File: config.mk
export PLATFORM = sky130hd
export DESIGN_NAME = hw_reg_space
export DESIGN_NICKNAME = d
export VERILOG_FILES = /design/src/hw_regs_pkg.sv /design/src/irq_req_if.sv /design/src/hw_reg_space.sv /design/src/irq_ctrl.sv /design/src/rate_accum.sv
export SDC_FILE = /design/constraint.sdc
export NUM_CORES = 1
export LEC_CHECK = 0
export ABC_AREA = 1
export BUFFER_PORTS_ARGS = -buffer_cell sky130_fd_sc_hd__buf_2
export CORE_ASPECT_RATIO = 0.9
export CORE_MARGIN = 2
export CORE_UTILIZATION = 42
export CTS_CLUSTER_DIAMETER = 30
export DETAILED_ROUTE_END_ITERATION = 10
export PLACE_DENSITY = 0.68
export SETUP_SLACK_MARGIN = 0.2
export SYNTH_ARGS = -nofsm -noshare
export SYNTH_HDL_FRONTEND = slang
export SYNTH_SLANG_ARGS = --single-unit
File: constraint.sdc
create_clock -name sys_clk -period 3.4 [get_ports sys_clk]
set_input_delay 0.17 -clock sys_clk [delete_from_list [all_inputs] [get_ports sys_clk]]
set_output_delay 0.17 -clock sys_clk [all_outputs]
set_load 0.01 [all_outputs]
File: src/hw_regs_pkg.sv
// constants shared by the hardware register space modules
`default_nettype none
package hw_regs_pkg;
   localparam logic [15:0] addr_last_ctrl_access = 16'hc010;
   localparam logic [15:0] addr_stream_last_word = 16'hc011;
   localparam logic [15:0] addr_request_pin_ctrl = 16'hc012;
   localparam logic [15:0] addr_rate_increment_low = 16'hc013;
   localparam logic [15:0] addr_rate_increment_high_pll = 16'hc014;
   localparam logic [15:0] addr_left_sample = 16'hc015;
   localparam logic [15:0] addr_right_sample = 16'hc016;
   localparam logic [15:0] addr_pin_direction = 16'hc017;
   localparam logic [15:0] addr_pin_input_levels = 16'hc018;
   localparam logic [15:0] addr_pin_output_levels = 16'hc019;
   localparam logic [15:0] addr_irq_enable_mask = 16'hc01a;
   localparam logic [15:0] addr_irq_block_push = 16'hc01b;
   localparam logic [15:0] addr_irq_block_pop = 16'hc01c;
   localparam logic [15:0] addr_irq_nesting_count = 16'hc01d;
   localparam logic [15:0] ctrl_port_base = 16'hc000;
   localparam logic [15:0] ctrl_port_last = 16'hc00f;
   // field positions, widths, counts and delays
   localparam int last_access_write_flag_bit = 4;
   localparam int rate_high_inc_bits = 4;
   localparam int rate_acc_width = 26;
   localparam int rate_step_period = 4;
   localparam int irq_sources = 8;
   localparam int irq_dac_bit = 0;
   localparam int irq_ctrl_bit = 1;
   localparam int irq_stream_bit = 2;
   localparam int nest_width = 5;
   localparam int enable_delay = 6;
   // reset values
   localparam logic [15:0] reg_reset_value = 16'h0000;
endpackage
`default_nettype wire

File: src/irq_req_if.sv
// interface carrying interrupt events and delivery between modules
`timescale 1ns/1ns
`default_nettype none
interface irq_req_if;
   logic [7:0] events;
   logic [7:0] enable_mask;
   logic [4:0] nest_count;
   logic push;
   logic pop;
   logic count_wr;
   logic [4:0] count_wdata;
   logic irq_req;
   logic [2:0] irq_vector;
   logic irq_ack;
   modport ctrl
   (
      input events, enable_mask, push, pop, count_wr, count_wdata, irq_ack,
      output nest_count, irq_req, irq_vector
   );
   modport regs
   (
      output events, enable_mask, push, pop, count_wr, count_wdata, irq_ack,
      input nest_count, irq_req, irq_vector
   );
endinterface
`default_nettype wire

File: src/hw_reg_space.sv
// processor-side hardware register space with dac, pins and interrupts
//
// Overview of operation
// - control port at c000..c00f, record at c010
// - record bit 4 flags last access write
// - record low bits hold address; read-only
// - stream word returns last two bytes, earlier high
// - every fourth cycle add 20-bit increment
// - overflow loads samples and raises dac event
// - rate registers read-write, high holds pll bits
// - direction bit one makes pin output
// - output register kept while pin is input
// - input register returns sampled pin levels
// - pin port never raises an interrupt
// - enable bits map the eight sources
// - enable change takes effect within six cycles
// - push write increments nesting counter
// - pop write decrements unless already zero
// - zero count delivers enabled interrupts again
// - taking interrupt increments nesting counter
// - nesting counter readable, writable, nonzero blocks
// - host reaches registers via memory address, data
`timescale 1ns/1ns
`default_nettype none
module hw_reg_space
   import hw_regs_pkg::*;
(
   input wire logic sys_clk,
   input wire logic rst,
   // processor data bus
   input wire logic [15:0] cpu_addr,
   input wire logic cpu_wr,
   input wire logic cpu_rd,
   input wire logic [15:0] cpu_wdata,
   output logic [15:0] cpu_rdata,
   // host indirect access through memory address and data registers
   input wire logic host_mem_wr,
   input wire logic host_mem_rd,
   input wire logic [15:0] host_mem_addr,
   input wire logic [15:0] host_mem_data,
   output logic [15:0] host_rdata,
   // external control-port access report
   input wire logic ctrl_access,
   input wire logic ctrl_access_write,
   input wire logic [3:0] ctrl_access_addr,
   input wire logic [15:0] ctrl_port_rdata,
   // serial stream bytes
   input wire logic stream_byte_valid,
   input wire logic [7:0] stream_input,
   input wire logic stream_word_event,
   output logic data_request_pin,
   // other interrupt sources: timers, uart, modulator
   input wire logic [7:0] ext_irq_events,
   // dac outputs
   output logic [15:0] dac_left,
   output logic [15:0] dac_right,
   output logic dac_sample_tick,
   output logic [15:0] pll_ctrl,
   // general purpose pins
   input wire logic [3:0] gpio_in,
   output logic [3:0] gpio_out,
   output logic [3:0] gpio_oe,
   // processor interrupt
   output logic irq_req,
   output logic [2:0] irq_vector,
   input wire logic irq_ack
);
   // ------------------------------------------------------------
   // state
   // ------------------------------------------------------------
   typedef struct packed
   {
      logic [5:0] last_ctrl_access;
      logic [15:0] stream_last_word;
      logic request_pin_ctrl;
      logic [15:0] rate_increment_low;
      logic [15:0] rate_increment_high_pll;
      logic [15:0] left_sample;
      logic [15:0] right_sample;
      logic [3:0] pin_direction;
      logic [3:0] pin_input_levels;
      logic [3:0] pin_output_levels;
      logic [7:0] irq_enable_mask;
      logic [15:0] cpu_rdata;
      logic [15:0] host_rdata;
   } state_t;
   state_t s_q, s_d;

   irq_req_if irq_bus ();
   logic wr;
   logic rd;
   logic [15:0] addr;
   logic [15:0] wdata;
   logic sample_tick;

   // ------------------------------------------------------------
   // decoding
   // ------------------------------------------------------------

   // read mux shared by processor and host paths
   function automatic logic [15:0] read_reg(input state_t s, input logic [15:0] a,
                                            input logic [4:0] nest,
                                            input logic [15:0] cport);
      read_reg = 16'h0000;
      if (a >= ctrl_port_base && a <= ctrl_port_last)
         read_reg = cport;
      else
         case (a)
            addr_last_ctrl_access: read_reg = {10'h000, s.last_ctrl_access};
            addr_stream_last_word: read_reg = s.stream_last_word;
            addr_rate_increment_low: read_reg = s.rate_increment_low;
            addr_rate_increment_high_pll: read_reg = s.rate_increment_high_pll;
            addr_left_sample: read_reg = s.left_sample;
            addr_right_sample: read_reg = s.right_sample;
            addr_pin_direction: read_reg = {12'h000, s.pin_direction};
            addr_pin_input_levels: read_reg = {12'h000, s.pin_input_levels};
            addr_pin_output_levels: read_reg = {12'h000, s.pin_output_levels};
            addr_irq_enable_mask: read_reg = {8'h00, s.irq_enable_mask};
            addr_irq_nesting_count: read_reg = {11'h000, nest};
            default: read_reg = 16'h0000;
         endcase
   endfunction

   // host write takes the bus when both write at once; processor waits never
   assign wr = cpu_wr | host_mem_wr;
   assign addr = host_mem_wr ? host_mem_addr : cpu_addr;
   assign wdata = host_mem_wr ? host_mem_data : cpu_wdata;
   assign rd = cpu_rd;

   // ------------------------------------------------------------
   // register file
   // ------------------------------------------------------------
   always_comb
   begin
      s_d = s_q;
      // record of control-port traffic, never written by software
      if (ctrl_access)
      begin
         s_d.last_ctrl_access[last_access_write_flag_bit] = ctrl_access_write;
         s_d.last_ctrl_access[3:0] = ctrl_access_addr;
         s_d.last_ctrl_access[5] = 1'b0;
      end
      // shift bytes in so the older byte lands high
      if (stream_byte_valid)
         s_d.stream_last_word = {s_q.stream_last_word[7:0], stream_input};
      s_d.pin_input_levels = gpio_in;
      if (wr)
         case (addr)
            addr_request_pin_ctrl: s_d.request_pin_ctrl = wdata[0];
            addr_rate_increment_low: s_d.rate_increment_low = wdata;
            addr_rate_increment_high_pll: s_d.rate_increment_high_pll = wdata;
            addr_left_sample: s_d.left_sample = wdata;
            addr_right_sample: s_d.right_sample = wdata;
            addr_pin_direction: s_d.pin_direction = wdata[3:0];
            addr_pin_output_levels: s_d.pin_output_levels = wdata[3:0];
            addr_irq_enable_mask: s_d.irq_enable_mask = wdata[7:0];
            default: s_d.request_pin_ctrl = s_q.request_pin_ctrl;
         endcase
      s_d.cpu_rdata = rd ? read_reg(s_q, cpu_addr, irq_bus.nest_count, ctrl_port_rdata)
                         : s_q.cpu_rdata;
      s_d.host_rdata = host_mem_rd
         ? read_reg(s_q, host_mem_addr, irq_bus.nest_count, ctrl_port_rdata)
         : s_q.host_rdata;
   end

   always_ff @(posedge sys_clk)
   begin
      if (rst)
         s_q <= '0;
      else
         s_q <= s_d;
   end

   // ------------------------------------------------------------
   // dac rate generator
   // ------------------------------------------------------------
   rate_accum u_rate
   (
      .sys_clk(sys_clk),
      .rst(rst),
      .increment({s_q.rate_increment_high_pll[rate_high_inc_bits-1:0],
                  s_q.rate_increment_low}),
      .left_in(s_q.left_sample),
      .right_in(s_q.right_sample),
      .left_out(dac_left),
      .right_out(dac_right),
      .sample_tick(sample_tick)
   );

   // ------------------------------------------------------------
   // interrupts
   // ------------------------------------------------------------
   // pins feed no source: bit 1 from port traffic, 2 from the stream word event, 0 from dac
   always_comb
   begin
      irq_bus.events = ext_irq_events & 8'hf8;
      irq_bus.events[irq_dac_bit] = sample_tick;
      irq_bus.events[irq_ctrl_bit] = ctrl_access;
      irq_bus.events[irq_stream_bit] = stream_word_event;
   end
   assign irq_bus.enable_mask = s_q.irq_enable_mask;
   assign irq_bus.push = wr && addr == addr_irq_block_push;
   assign irq_bus.pop = wr && addr == addr_irq_block_pop;
   assign irq_bus.count_wr = wr && addr == addr_irq_nesting_count;
   assign irq_bus.count_wdata = wdata[4:0];
   assign irq_bus.irq_ack = irq_ack;

   irq_ctrl u_irq
   (
      .sys_clk(sys_clk),
      .rst(rst),
      .bus(irq_bus)
   );

   // ------------------------------------------------------------
   // outputs
   // ------------------------------------------------------------
   assign cpu_rdata = s_q.cpu_rdata;
   assign host_rdata = s_q.host_rdata;
   assign data_request_pin = s_q.request_pin_ctrl;
   assign dac_sample_tick = sample_tick;
   assign pll_ctrl = {4'h0, s_q.rate_increment_high_pll[15:rate_high_inc_bits]};
   assign gpio_out = s_q.pin_output_levels;
   assign gpio_oe = s_q.pin_direction;
   assign irq_req = irq_bus.irq_req;
   assign irq_vector = irq_bus.irq_vector;
endmodule // hw_reg_space
`default_nettype wire

File: src/irq_ctrl.sv
// interrupt pending, enable delay and nesting counter
`timescale 1ns/1ns
`default_nettype none
module irq_ctrl
   import hw_regs_pkg::*;
(
   input wire logic sys_clk,
   input wire logic rst,
   irq_req_if.ctrl bus
);
   typedef struct packed
   {
      logic [7:0] pending;
      logic [7:0] en_dly;
      logic [4:0] count;
      logic req;
      logic [2:0] vec;
   } state_t;
   state_t s_q, s_d;
   logic [7:0] ready;

   // lowest set bit picks the vector
   function automatic logic [2:0] pick(input logic [7:0] v);
      pick = 3'h0;
      for (int i = 7; i >= 0; i--)
         if (v[i])
            pick = 3'(i);
   endfunction

   // enable copy lags one cycle, well inside the six allowed
   always_comb
   begin
      s_d = s_q;
      s_d.en_dly = bus.enable_mask;
      ready = s_q.pending & s_q.en_dly;
      s_d.pending = s_q.pending | bus.events;
      if (bus.count_wr)
         s_d.count = bus.count_wdata;
      else if (bus.push || bus.irq_ack)
         s_d.count = s_q.count + 5'h1;
      else if (bus.pop && s_q.count != 5'h0)
         s_d.count = s_q.count - 5'h1;
      s_d.req = (s_q.count == 5'h0) && (ready != 8'h00) && !bus.irq_ack;
      s_d.vec = pick(ready);
      if (bus.irq_ack)
         s_d.pending[s_q.vec] = bus.events[s_q.vec]; // new event wins over clear
   end

   always_ff @(posedge sys_clk)
   begin
      if (rst)
         s_q <= '0;
      else
         s_q <= s_d;
   end

   assign bus.nest_count = s_q.count;
   assign bus.irq_req = s_q.req;
   assign bus.irq_vector = s_q.vec;
endmodule // irq_ctrl
`default_nettype wire

File: src/rate_accum.sv
// dac sample-rate phase accumulator with sample capture
`timescale 1ns/1ns
`default_nettype none
module rate_accum
   import hw_regs_pkg::*;
#(
   parameter int acc_width = rate_acc_width
)
(
   input wire logic sys_clk,
   input wire logic rst,
   input wire logic [19:0] increment,
   input wire logic [15:0] left_in,
   input wire logic [15:0] right_in,
   output logic [15:0] left_out,
   output logic [15:0] right_out,
   output logic sample_tick
);
   typedef struct packed
   {
      logic [1:0] phase;
      logic [acc_width-1:0] acc;
      logic [15:0] left;
      logic [15:0] right;
      logic tick;
   } state_t;
   state_t s_q, s_d;
   logic [acc_width:0] sum;

   // add once every fourth cycle; carry out loads the converter
   always_comb
   begin
      s_d = s_q;
      s_d.tick = 1'b0;
      s_d.phase = s_q.phase + 2'h1;
      sum = {1'b0, s_q.acc} + (acc_width + 1)'(increment);
      if (s_q.phase == 2'(rate_step_period - 1))
      begin
         s_d.acc = sum[acc_width-1:0];
         if (sum[acc_width])
         begin
            s_d.left = left_in;
            s_d.right = right_in;
            s_d.tick = 1'b1;
         end
      end
   end

   always_ff @(posedge sys_clk)
   begin
      if (rst)
         s_q <= '0;
      else
         s_q <= s_d;
   end

   assign left_out = s_q.left;
   assign right_out = s_q.right;
   assign sample_tick = s_q.tick;
endmodule // rate_accum
`default_nettype wire
Yosys cells after proc, flatten, opt, wreduce, memory -nomap -nowiden

Index checks and enable logic that the tools add are counted.

Flip-flop bits (word level): 224
Output and inout bits: 94

Equality and inequality tests: 34
Reduce and logical (&&, ||, !) cells: 28
Add/sub/neg operators: 4
Mux-type cells: 23
Magnitude comparators: 6
Bitwise gates (word level): 4

Operators by type and width:

| cell                 | count |
|---|---|
| $eq 16x16->1 const B | 33 |
| $pmux 16 s11         | 2 |
| $mux 16              | 4 |
| $ge 16x16->1 const B | 2 |
| $le 16x16->1 const B | 2 |
| $add 26x20->27       | 1 |
| $reduce_and 2->1     | 9 |
| $mux 5               | 3 |
| $mux 3               | 4 |
| $logic_and 1x1->1    | 9 |
| $and 8x8->8          | 1 |
| $bwmux 8             | 1 |
| $mux 8               | 1 |
| $or 8x8->8           | 1 |
| $reduce_bool 8->1    | 1 |
| $add 5x1->5 const B  | 1 |
| $logic_not 5->1      | 1 |
| $reduce_bool 5->1    | 1 |
| $reduce_or 5->1      | 1 |
| $sub 5x1->5 const B  | 1 |
| $lt 3x4->1 const B   | 1 |
| $mux 1               | 4 |
| $mux 2               | 2 |
| $reduce_or 2->1      | 2 |
| 11 further kinds     | 11 |

Longest topological paths before layout

Gate-level depths: netlist (run 1).

Word-level depth: 8
Mapped depth: 19

Cells and area by module

A second synthesis (run 1) with hierarchy kept.

Cells, all modules: 2272
Area total of the unflattened synthesis: 14098.5 µm²

Modules (own cells, without submodules):

| module       | times used | seq. area each (µm²) | cells each | area an instance (µm²) |
|---|---|---|---|---|
| hw_reg_space | 1          | 2762.6               | 1357       | 8371.8 |
| rate_accum   | 1          | 1221.2               | 713        | 4369.2 |
| irq_ctrl     | 1          | 500.5                | 202        | 1357.6 |

Least setup slack after synthesis (run 1)

Ideal clock, no wire load.

Kind: input to register
From: input port host_mem_wr
To: register u_irq.s_q (netlist bit u_irq.bus.nest_count[4])
Arrival time: 1.975 ns
Slack: 1.297 ns
Path buffers: 2
Stages: 18
Data required time: 3.272 ns
Cell sequence: buf_6 > inv_4 > buf_6 > nand2_1 > nand2_2 > inv_2 > nand2_1 > nor2_1 > nor2_2 > ha_1 > a21oi_1 > nand2_1 > xor2_1 > nand3b_1 > nand2_1 > nor2_1 > nor2_1 > nor2_1

Cells in the longest elaborated chain, start to end: 6

RTL lines:

| item                   | line                | text |
|---|---|---|
| start: declaration     | hw_reg_space.sv:37  | `input wire logic host_mem_wr,` |
| $mux 16                | hw_reg_space.sv:126 | `assign addr = host_mem_wr ? host_mem_addr : cpu_addr;` |
| $eq 16x16->1           | hw_reg_space.sv:202 | `assign irq_bus.push = wr && addr == addr_irq_block_push;` |
| $logic_and 1x1->1      | hw_reg_space.sv:202 |  |
| $logic_or 1x1->1       | irq_ctrl.sv:39      | `else if (bus.push \|\| bus.irq_ack)` |
| $mux 5                 | irq_ctrl.sv:39      |  |
| $mux 5                 | irq_ctrl.sv:37      | `if (bus.count_wr)` |
| end signal: assignment | irq_ctrl.sv:52      | `s_q <= '0;` |
| end signal: assignment | irq_ctrl.sv:54      | `s_q <= s_d;` |
| end: declaration       | irq_ctrl.sv:19      | `state_t s_q, s_d;` |

Parallel ways exist; a longest one is shown, timed or not.
A chain may end at the register's enable or synchronous reset.

Final worst setup path (run 1)

From: register s_q[100] (netlist name)
To: register u_rate.s_q (netlist bit u_rate.left_out[6])

Cells in the longest elaborated chain, start to end: 2

RTL lines:

| item                              | line                | text |
|---|---|---|
| start: declaration                | hw_reg_space.sv:87  | `state_t s_q, s_d;` |
| start signal: assignment          | hw_reg_space.sv:169 | `s_q <= '0;` |
| start signal: assignment          | hw_reg_space.sv:171 | `s_q <= s_d;` |
| $add 26x20->27                    | rate_accum.sv:36    | `sum = {1'b0, s_q.acc} + (acc_width + 1)'(increment);` |
| $reduce_and 2->1 (no source line) | --                  |  |
| end signal: assignment            | rate_accum.sv:52    | `s_q <= '0;` |
| end signal: assignment            | rate_accum.sv:54    | `s_q <= s_d;` |
| end: declaration                  | rate_accum.sv:27    | `state_t s_q, s_d;` |

No other way between the ends.

==> results of run 1 <==
-- area by class of cell --
type / count / area (um2)
repair buffers: 246 / 1430
clock buffers: 63 / 1430
inverters: 277 / 1040
well taps: 409 / 512
flip-flops and latches: 224 / 4480
fillers: 3073 / 15000
clock inverters: 33 / 536
multi-input cells: 1371 / 6670
-- metrics by stage --
step / hold WS, ps / power (mW) / util / setup slack, ps / std cells
floorplan: 277 / 3.22 / - / 1300 / 2054
global placement: 371 / 3.41 / 0.446 / 753 / 2498
detailed placement: 378 / 3.43 / 0.446 / 687 / 2498
CTS: 4.72 / 8.98 / 0.519 / 847 / 2623
global route: 49.7 / 9.23 / 0.519 / 600 / 2623
finish: 24.2 / 8.94 / 0.519 / 796 / 2623
-- layer usage --
metal	global-route usage	share of wire	vias up
li1	-	-	6824
met5	0	0	-
met1	0.370	0.45	6315
met4	0.0647	0.016	0
met3	0.0392	0.089	52
met2	0.417	0.45	571
-- sequential cells by signal (all words and copies together) (netlist names), 3 cells and up --
| name | flops |
|---|---|
| u_irq.bus.nest_count | 5 |
| host_rdata | 16 |
| cpu_rdata | 16 |
| gpio_out | 4 |
| u_rate.s_q | 28 |
| gpio_oe | 4 |
| u_irq.s_q | 16 |
| s_q | 77 |
| irq_bus.enable_mask | 8 |
| u_rate.left_out | 16 |
| u_irq.bus.irq_vector | 3 |
| u_rate.right_out | 16 |
| pll_ctrl | 12 |
-- cells in the mapped netlist, types with 3 or more instances --
library cell / number
inv_2: 9
a31oi_1: 3
clkbuf_1: 43
nor2_2: 5
ha_1: 24
inv_1: 266
xnor2_1: 4
nand4_1: 14
or2_2: 4
o211ai_1: 3
nor3_4: 8
nor3_2: 5
a21o_1: 3
o21ai_0: 210
buf_4: 91
nand2_2: 11
nor2_1: 310
nor4_1: 3
dfxtp_1: 224
a211oi_1: 4
nand3b_1: 4
nor3_1: 36
o21ai_1: 21
nand3_2: 4
nand2_1: 291
a21oi_1: 166
xor2_1: 7
buf_2: 27
o22ai_1: 30
buf_6: 12
buf_1: 8
nand3_1: 179
-- power groups by stage --
stage	combinational, mW	sequential, mW	clock [mW]
2_1_floorplan	0.432	2.79	0
4_1_cts	0.642	2.77	5.57
5_1_grt	0.731	2.77	5.73
3_5_place_dp	0.611	2.81	0
6_report	0.648	2.77	5.52
3_3_place_gp	0.600	2.81	0
-- logic make-up (layout without fill, tap and decap cells) --
| logic type | Yosys count | after routing | synth area share |
|---|---|---|---|
| compound gates | 449 | 449 | 0.176 |
| xor+xnor | 11 | 11 | 0.00723 |
| fa+ha+maj | 26 | 26 | 0.0255 |
| buf+inv | 459 | 619 | 0.164 |
| flops | 224 | 224 | 0.336 |
| mux | 1 | 1 | 0.000751 |
| other cells | 1 | 4 | 0.000281 |
| simple gates | 880 | 880 | 0.290 |
-- layout by cell type, fill, tap and decap left out, drive strengths merged, types with 6 or more instances in the layout --
cell type    count
bufinv          12
clkinv          15
o22ai           30
nand3          183
ha              24
clkinvlp         6
a21oi          167
nand4           15
dfxtp          224
clkbuf          63
nor2           316
xor2             7
nor3            49
nand2          302
buf            217
inv            277
dlygate4sd3     29
o21ai          233
-- worst max path at each step --
| stage | from | endpoint | slack (ps) | cells after the start |
|---|---|---|---|---|
| final | s_q[100] | u_rate.left_out[6] | 800 | 12 |
| after CTS | s_q[100] | u_rate.left_out[6] | 850 | 12 |
| after global placement | cpu_addr[7] | u_irq.bus.nest_count[4] | 750 | 18 |
| after floorplan | host_mem_wr | u_irq.bus.nest_count[4] | 1300 | 18 |
| after detailed placement | cpu_addr[7] | u_irq.bus.nest_count[4] | 690 | 18 |
| after global routing | s_q[100] | u_rate.right_out[11] | 600 | 12 |
-- repair_timing --
action,in CTS,in global routing
hold endpoints to repair,29,0
setup buffers,0,0
hold buffers,29,0
setup endpoints to repair,0,0
-- worst max-delay path, stage by stage (launching register included) --
cell and delay [ps]:
dfxtp_1 330, ha_1 230, fa_1 270, nand3_1 80
nand2_1 180, nand2_1 80, nand2_1 200, nand3_1 120
nand3_2 80, buf_4 530, nand3_1 190, nand2_1 120
nor2_1 40
==> summary.md, run 1 <==
| Metric | Value |
|---|---|
| Worst-path maximum fanout | `67` |
| Clock transition at path regs | `about 50 ps` |
| Worst Tran Pin Value | `between 900 and 1000 ps` |
| Cell area after layout | `0.0161 mm2` |
| Layout cell share with drive strength beyond 1 | `0.164` |
| Top-level I/O count | `about 210` |
| DIE WIDTH | `approximately 190 um` |
| Final min period | `between 2000 and 3000 ps` |
| CP Launch Type | `flop` |
| Synth warn | `0` |
| Leakage power | `7.49 nW` |
| Cells taking the most area after synthesis | `dfxtp_1 34%, nor2_1 8.7%, nand2_1 8.2%` |
| Cts repair resizes | `0` |
| # DRC | `0` |
| Comb pwr share | `0.072` |
| Vias in the first global route | `roughly 13,000` |
| Starting density of the core | `0.429` |
| Maximum vdd drop | `roughly 0.34 mV` |
| Die height | `between 150 and 200 um` |
| Final net count | `around 2,300` |
| R2r endpoint | `u_rate.left_out[6]` |
| DR vias | `13,800` |
| Vias/cell | `5.25` |
| Synth top area share | `0.336` |
| Post-synth top area cell | `dfxtp_1` |
| Syn Area/Cell | `~6.5 um2` |
| Tcrit/Tclk final | `0.766` |
| CTS tree | `built` |
| Reg2reg path depth | `12` |
| RSZ-0062 raised after global routing | `false` |
| Placer Congestion | `about 0.9` |
| DP HPWL | `approximately 33 mm` |
| Antenna cell count | `0` |
| Outcome | `complete, no violations` |
| Worst setup EP type | `flop` |
| Number of synthesized flops with an enable pin | `0` |
| Synth Cell Area | `0.0133 mm2` |
| Pin count of the biggest net entering global routing | `72` |
| H-tree lvl count | `2` |
| I/O Buffers | `approximately 200` |
| CP Class | `reg -> reg` |
| Core ar. | `between 0.03 and 0.04 mm2` |
| Clock Tree Root | `clkbuf_16` |
| Reg2reg setup slack | `about 800 ps` |
| Post-DP Area | `0.0139 mm2` |
| Die Area | `between 0.03 and 0.04 mm2` |
| Crit path DAT | `between 3000 and 4000 ps` |
| TritonCTS sink count | `~220` |
| DR WL/cell | `roughly 17 um` |
| Row cnt | `61` |
| Hold Crit Class | `in -> reg` |
| Sequential share of the synthesized area | `0.336` |
| Final hold violations | `0` |
| Clock Skews | `between 20 and 30 ps` |
| DR pass1 iterations | `6` |
| CTS buffer count | `between 50 and 60` |
| Yosys reg bits | `~220` |
| Hold endpoint | `cpu_rdata[5]` |
| CP Data Required Time | `between 3000 and 4000 ps` |
| Setup_tns | `0 ps` |
| First-pass GRT wire length | `between 60 and 70 mm` |
| GRT Residual Overflow | `0` |
| Cell count after synthesis | `roughly 2,100` |
| R2R Path Start | `s_q[100]` |
| Power density over cell area | `555 mW/mm2` |
| Reg power frac | `0.310` |
| Worst-Skew Late Latency | `~560 ps` |
| Clock power share | `0.618` |
| Startpoint of the worst hold path | `ctrl_port_rdata[5]` |
| DRT antenna net count | `0` |
| Post-synth top flop | `dfxtp_1` |
| Fin. max-slew vios | `0` |
| Internal | `approximately 6.8 mW` |
| Initial DRC count | `around 1,200` |
| Fmax | `about 380 MHz` |
| Max Cap Viol | `0` |
| Synth cell types | `just under 50` |
| Net switching power | `approximately 2.1 mW` |
| Clk buf depth | `3` |
| Total Wirelength | `roughly 44 mm` |
| Post-synth ARST share | `0` |
| Antenna violations before repair | `0` |
| Area grow syn2layout | `20.8%` |
| Max-slew headroom | `0.351` |
| GRT Overall Usage | `0.262` |
| Hold Path Depth | `5` |
| Final setup viols | `0` |
| Sw frac | `0.234` |
No activity file was read; power rests on OpenSTA's default activity.
==> run 2, diff against run 1 <==
Settings changed: PLACE_DENSITY 0.68 to 0.7.
Clock period 3.4 ns to 2.1 ns, I/O delays scaled along.
==> run 2 against run 1 <==
  * Sequential share of layout area down 1.9 points
  * Critical endpoint is now u_rate.left_out[8]
  * Critical path type unchanged
  * Fmax rose by 29%
  * Hold slack improved by 33 ps
  * Non-clock buffer count up 97
  * Worst setup slack got worse by 710 ps
==> summary.md, run 2 (synthesis results as in run 1) <==
| Metric | Value |
|---|---|
| Area grow syn2layout | `30.7%` |
| DIE WIDTH | `around 190 um` |
| Die Area | `between 0.03 and 0.04 mm2` |
| GRT Overall Usage | `0.271` |
| Worst-path maximum fanout | `6` |
| Setup_tns | `0 ps` |
| # DRC | `0` |
| Worst-Skew Late Latency | `roughly 550 ps` |
| Leakage power | `7.97 nW` |
| Placer Congestion | `between 0.9 and 1` |
| Antenna violations before repair | `2` |
| Outcome | `complete, no violations` |
| Storage cell area | `between 0.004 and 0.005 mm2` |
| Net switching power | `around 3.3 mW` |
| Worst setup margin | `roughly 82 ps` |
| Clk buf depth | `3` |
| Worst setup EP type | `flop` |
| Max Cap Viol | `0` |
| GRT Residual Overflow | `0` |
| Hold_ws | `56.9 ps` |
| Worst Tran Pin Value | `between 800 and 900 ps` |
| Hold Crit Class | `in -> reg` |
| Dpl cells | `2,569` |
| CP Data Required Time | `approximately 2500 ps` |
| Fin. max-slew vios | `0` |
| FILL cells | `between 2,000 and 3,000` |
| DR WL/cell | `approximately 17 um` |
| Total Wirelength | `about 47 mm` |
| Largest register FFs | `77` |
| CP Launch Type | `flop` |
| Final setup viols | `0` |
| H-tree lvl count | `2` |
| Top reg by flops | `s_q` |
| Final net count | `about 2,400` |
| Clock transition at path regs | `~50 ps` |
| DP HPWL | `around 33 mm` |
| Multi-input gate area | `between 0.007 and 0.008 mm2` |
| Clock Tree Root | `clkbuf_16` |
| CTS buffer count | `between 40 and 50` |
| Final min period | `a little over 2000 ps` |
| Comb pwr share | `0.088` |
| DR pass1 iterations | `6` |
| Reg power frac | `0.330` |
| RSZ-0062 raised after global routing | `true` |
| Clock power share | `0.582` |
| Most frequent cells in the layout | `304 x nor2_1, 269 x nand2_1, 263 x inv_1` |
| CP Class | `reg -> reg` |
| Crit path cell chain | `ha_4, nand2_2, o21ai_2, a21oi_2, inv_1, nand2_2, nand3_4, clkbuf_16, clkbuf_16, a21oi_2, nor2_1` |
| Hold Path Depth | `5` |
| Top-level I/O count | `between 200 and 250` |
| DRT antenna net count | `0` |
| Die height | `around 170 um` |
| Reg2reg path depth | `11` |
| Post-DP Area | `~0.015 mm2` |
| Sw frac | `0.246` |
| Maximum vdd drop | `just under 0.6 mV` |
| Non-Filler Instances | `between 2,000 and 3,000` |
| Internal | `approximately 10 mW` |
| Row cnt | `between 60 and 70` |
| Final hold violations | `0` |
| Crit path DAT | `between 2000 and 2500 ps` |
| TritonCTS sink count | `between 200 and 250` |
| Starting density of the core | `0.429` |
| Most common cell after layout, fill and taps aside | `nor2_1` |
| Cell area after layout | `0.0174 mm2` |
| CTS tree | `built` |
| Dpl ws | `-129 ps` |
| Largest stage delay on the critical path | `approximately 380 ps` |
| Vias/cell | `roughly 5.3` |
| Vias in the first global route | `approximately 13,000` |
| Initial DRC count | `about 1,300` |
| Final Power | `13.6 mW` |
| Core ar. | `~0.031 mm2` |
| Tcrit/Tclk final | `0.961` |
| Fmax | `slightly below 500 MHz` |
| Pin count of the biggest net entering global routing | `72` |
| Final Core Density | `0.561` |
| Layout cell share with drive strength beyond 1 | `0.246` |
| I/O Buffers | `~200` |
| Top Registers | `s_q: 77 flops, u_rate.s_q: 28 flops` |
| First-pass GRT wire length | `71.4 mm` |
| Clock Skews | `roughly 33 ps` |
| Max-slew headroom | `0.432` |
| DR vias | `14,300` |
| Power density over cell area | `~800 mW/mm2` |
| Slowest-stage cell, CP | `dfxtp_1` |
-- run 2: cell types whose count changed in the layout (fill, tap and decap cells not counted), moves of 9 or more --
cell | previous run | this run
ha_4 | 0 | 17
dfxtp_2 | 0 | 12
o21ai_0 | 210 | 201
a21oi_2 | 1 | 37
nand2_1 | 291 | 269
ha_1 | 24 | 7
a21oi_1 | 166 | 123
dfxtp_1 | 224 | 209
buf_4 | 15 | 91
nand2_2 | 11 | 31
-- run 2: layout make-up --
class,instances,area share
tap,409,0.0294
timing repair buffer,343,0.136
clock buffer,59,0.0771
inverter,277,0.0599
antenna,1,0.000144
sequential,224,0.259
multi-input combinational,1371,0.417
clock inverter,28,0.0213
-- run 2: worst paths after layout --
kind / startpoint / endpoint / slack, ps
min reg2reg: u_rate.s_q[59] / u_rate.s_q[59] / 430
min: cpu_wdata[8] / s_q[76] / 60
max: s_q[108] / u_rate.left_out[8] / 80
max reg2reg: s_q[108] / u_rate.left_out[8] / 80
-- run 2: metal layers --
| metal | vias up | GRT usage | routed length (um) |
|---|---|---|---|
| met3 | 105 | 0.0471 | 4050 |
| met4 | 2 | 0.0933 | 1390 |
| met5 | - | 0 | 18 |
| met1 | 6529 | 0.372 | 20500 |
| met2 | 617 | 0.427 | 20600 |
| li1 | 7009 | - | - |
-- run 2: what timing repair did --
item,in CTS,in global routing
buffers inserted,11,2
gates resized for setup,84,60
hold endpoints to repair,37,0
pin swaps,22,16
cloned,3,3
setup endpoints to repair,48,53
hold buffers,36,0
-- run 2: power groups by stage --
stage	combinational, mW	sequential [mW]	clock, mW
finish	1.20	4.49	7.92
global route	1.34	4.50	8.21
CTS	1.16	4.49	7.94
detailed placement	1.08	4.56	0
global placement	1.06	4.55	0
floorplan	0.707	4.52	0
-- run 2: worst max-delay path: cells and delay by family (launching register included) --
kind,cells,cell delay [ps]
flip-flops,1,380
AND/OR/NAND/NOR,4,410
buffers and inverters,3,460
adder cells (fa/ha/maj),1,240
AO/OA/AOI/OAI,3,410
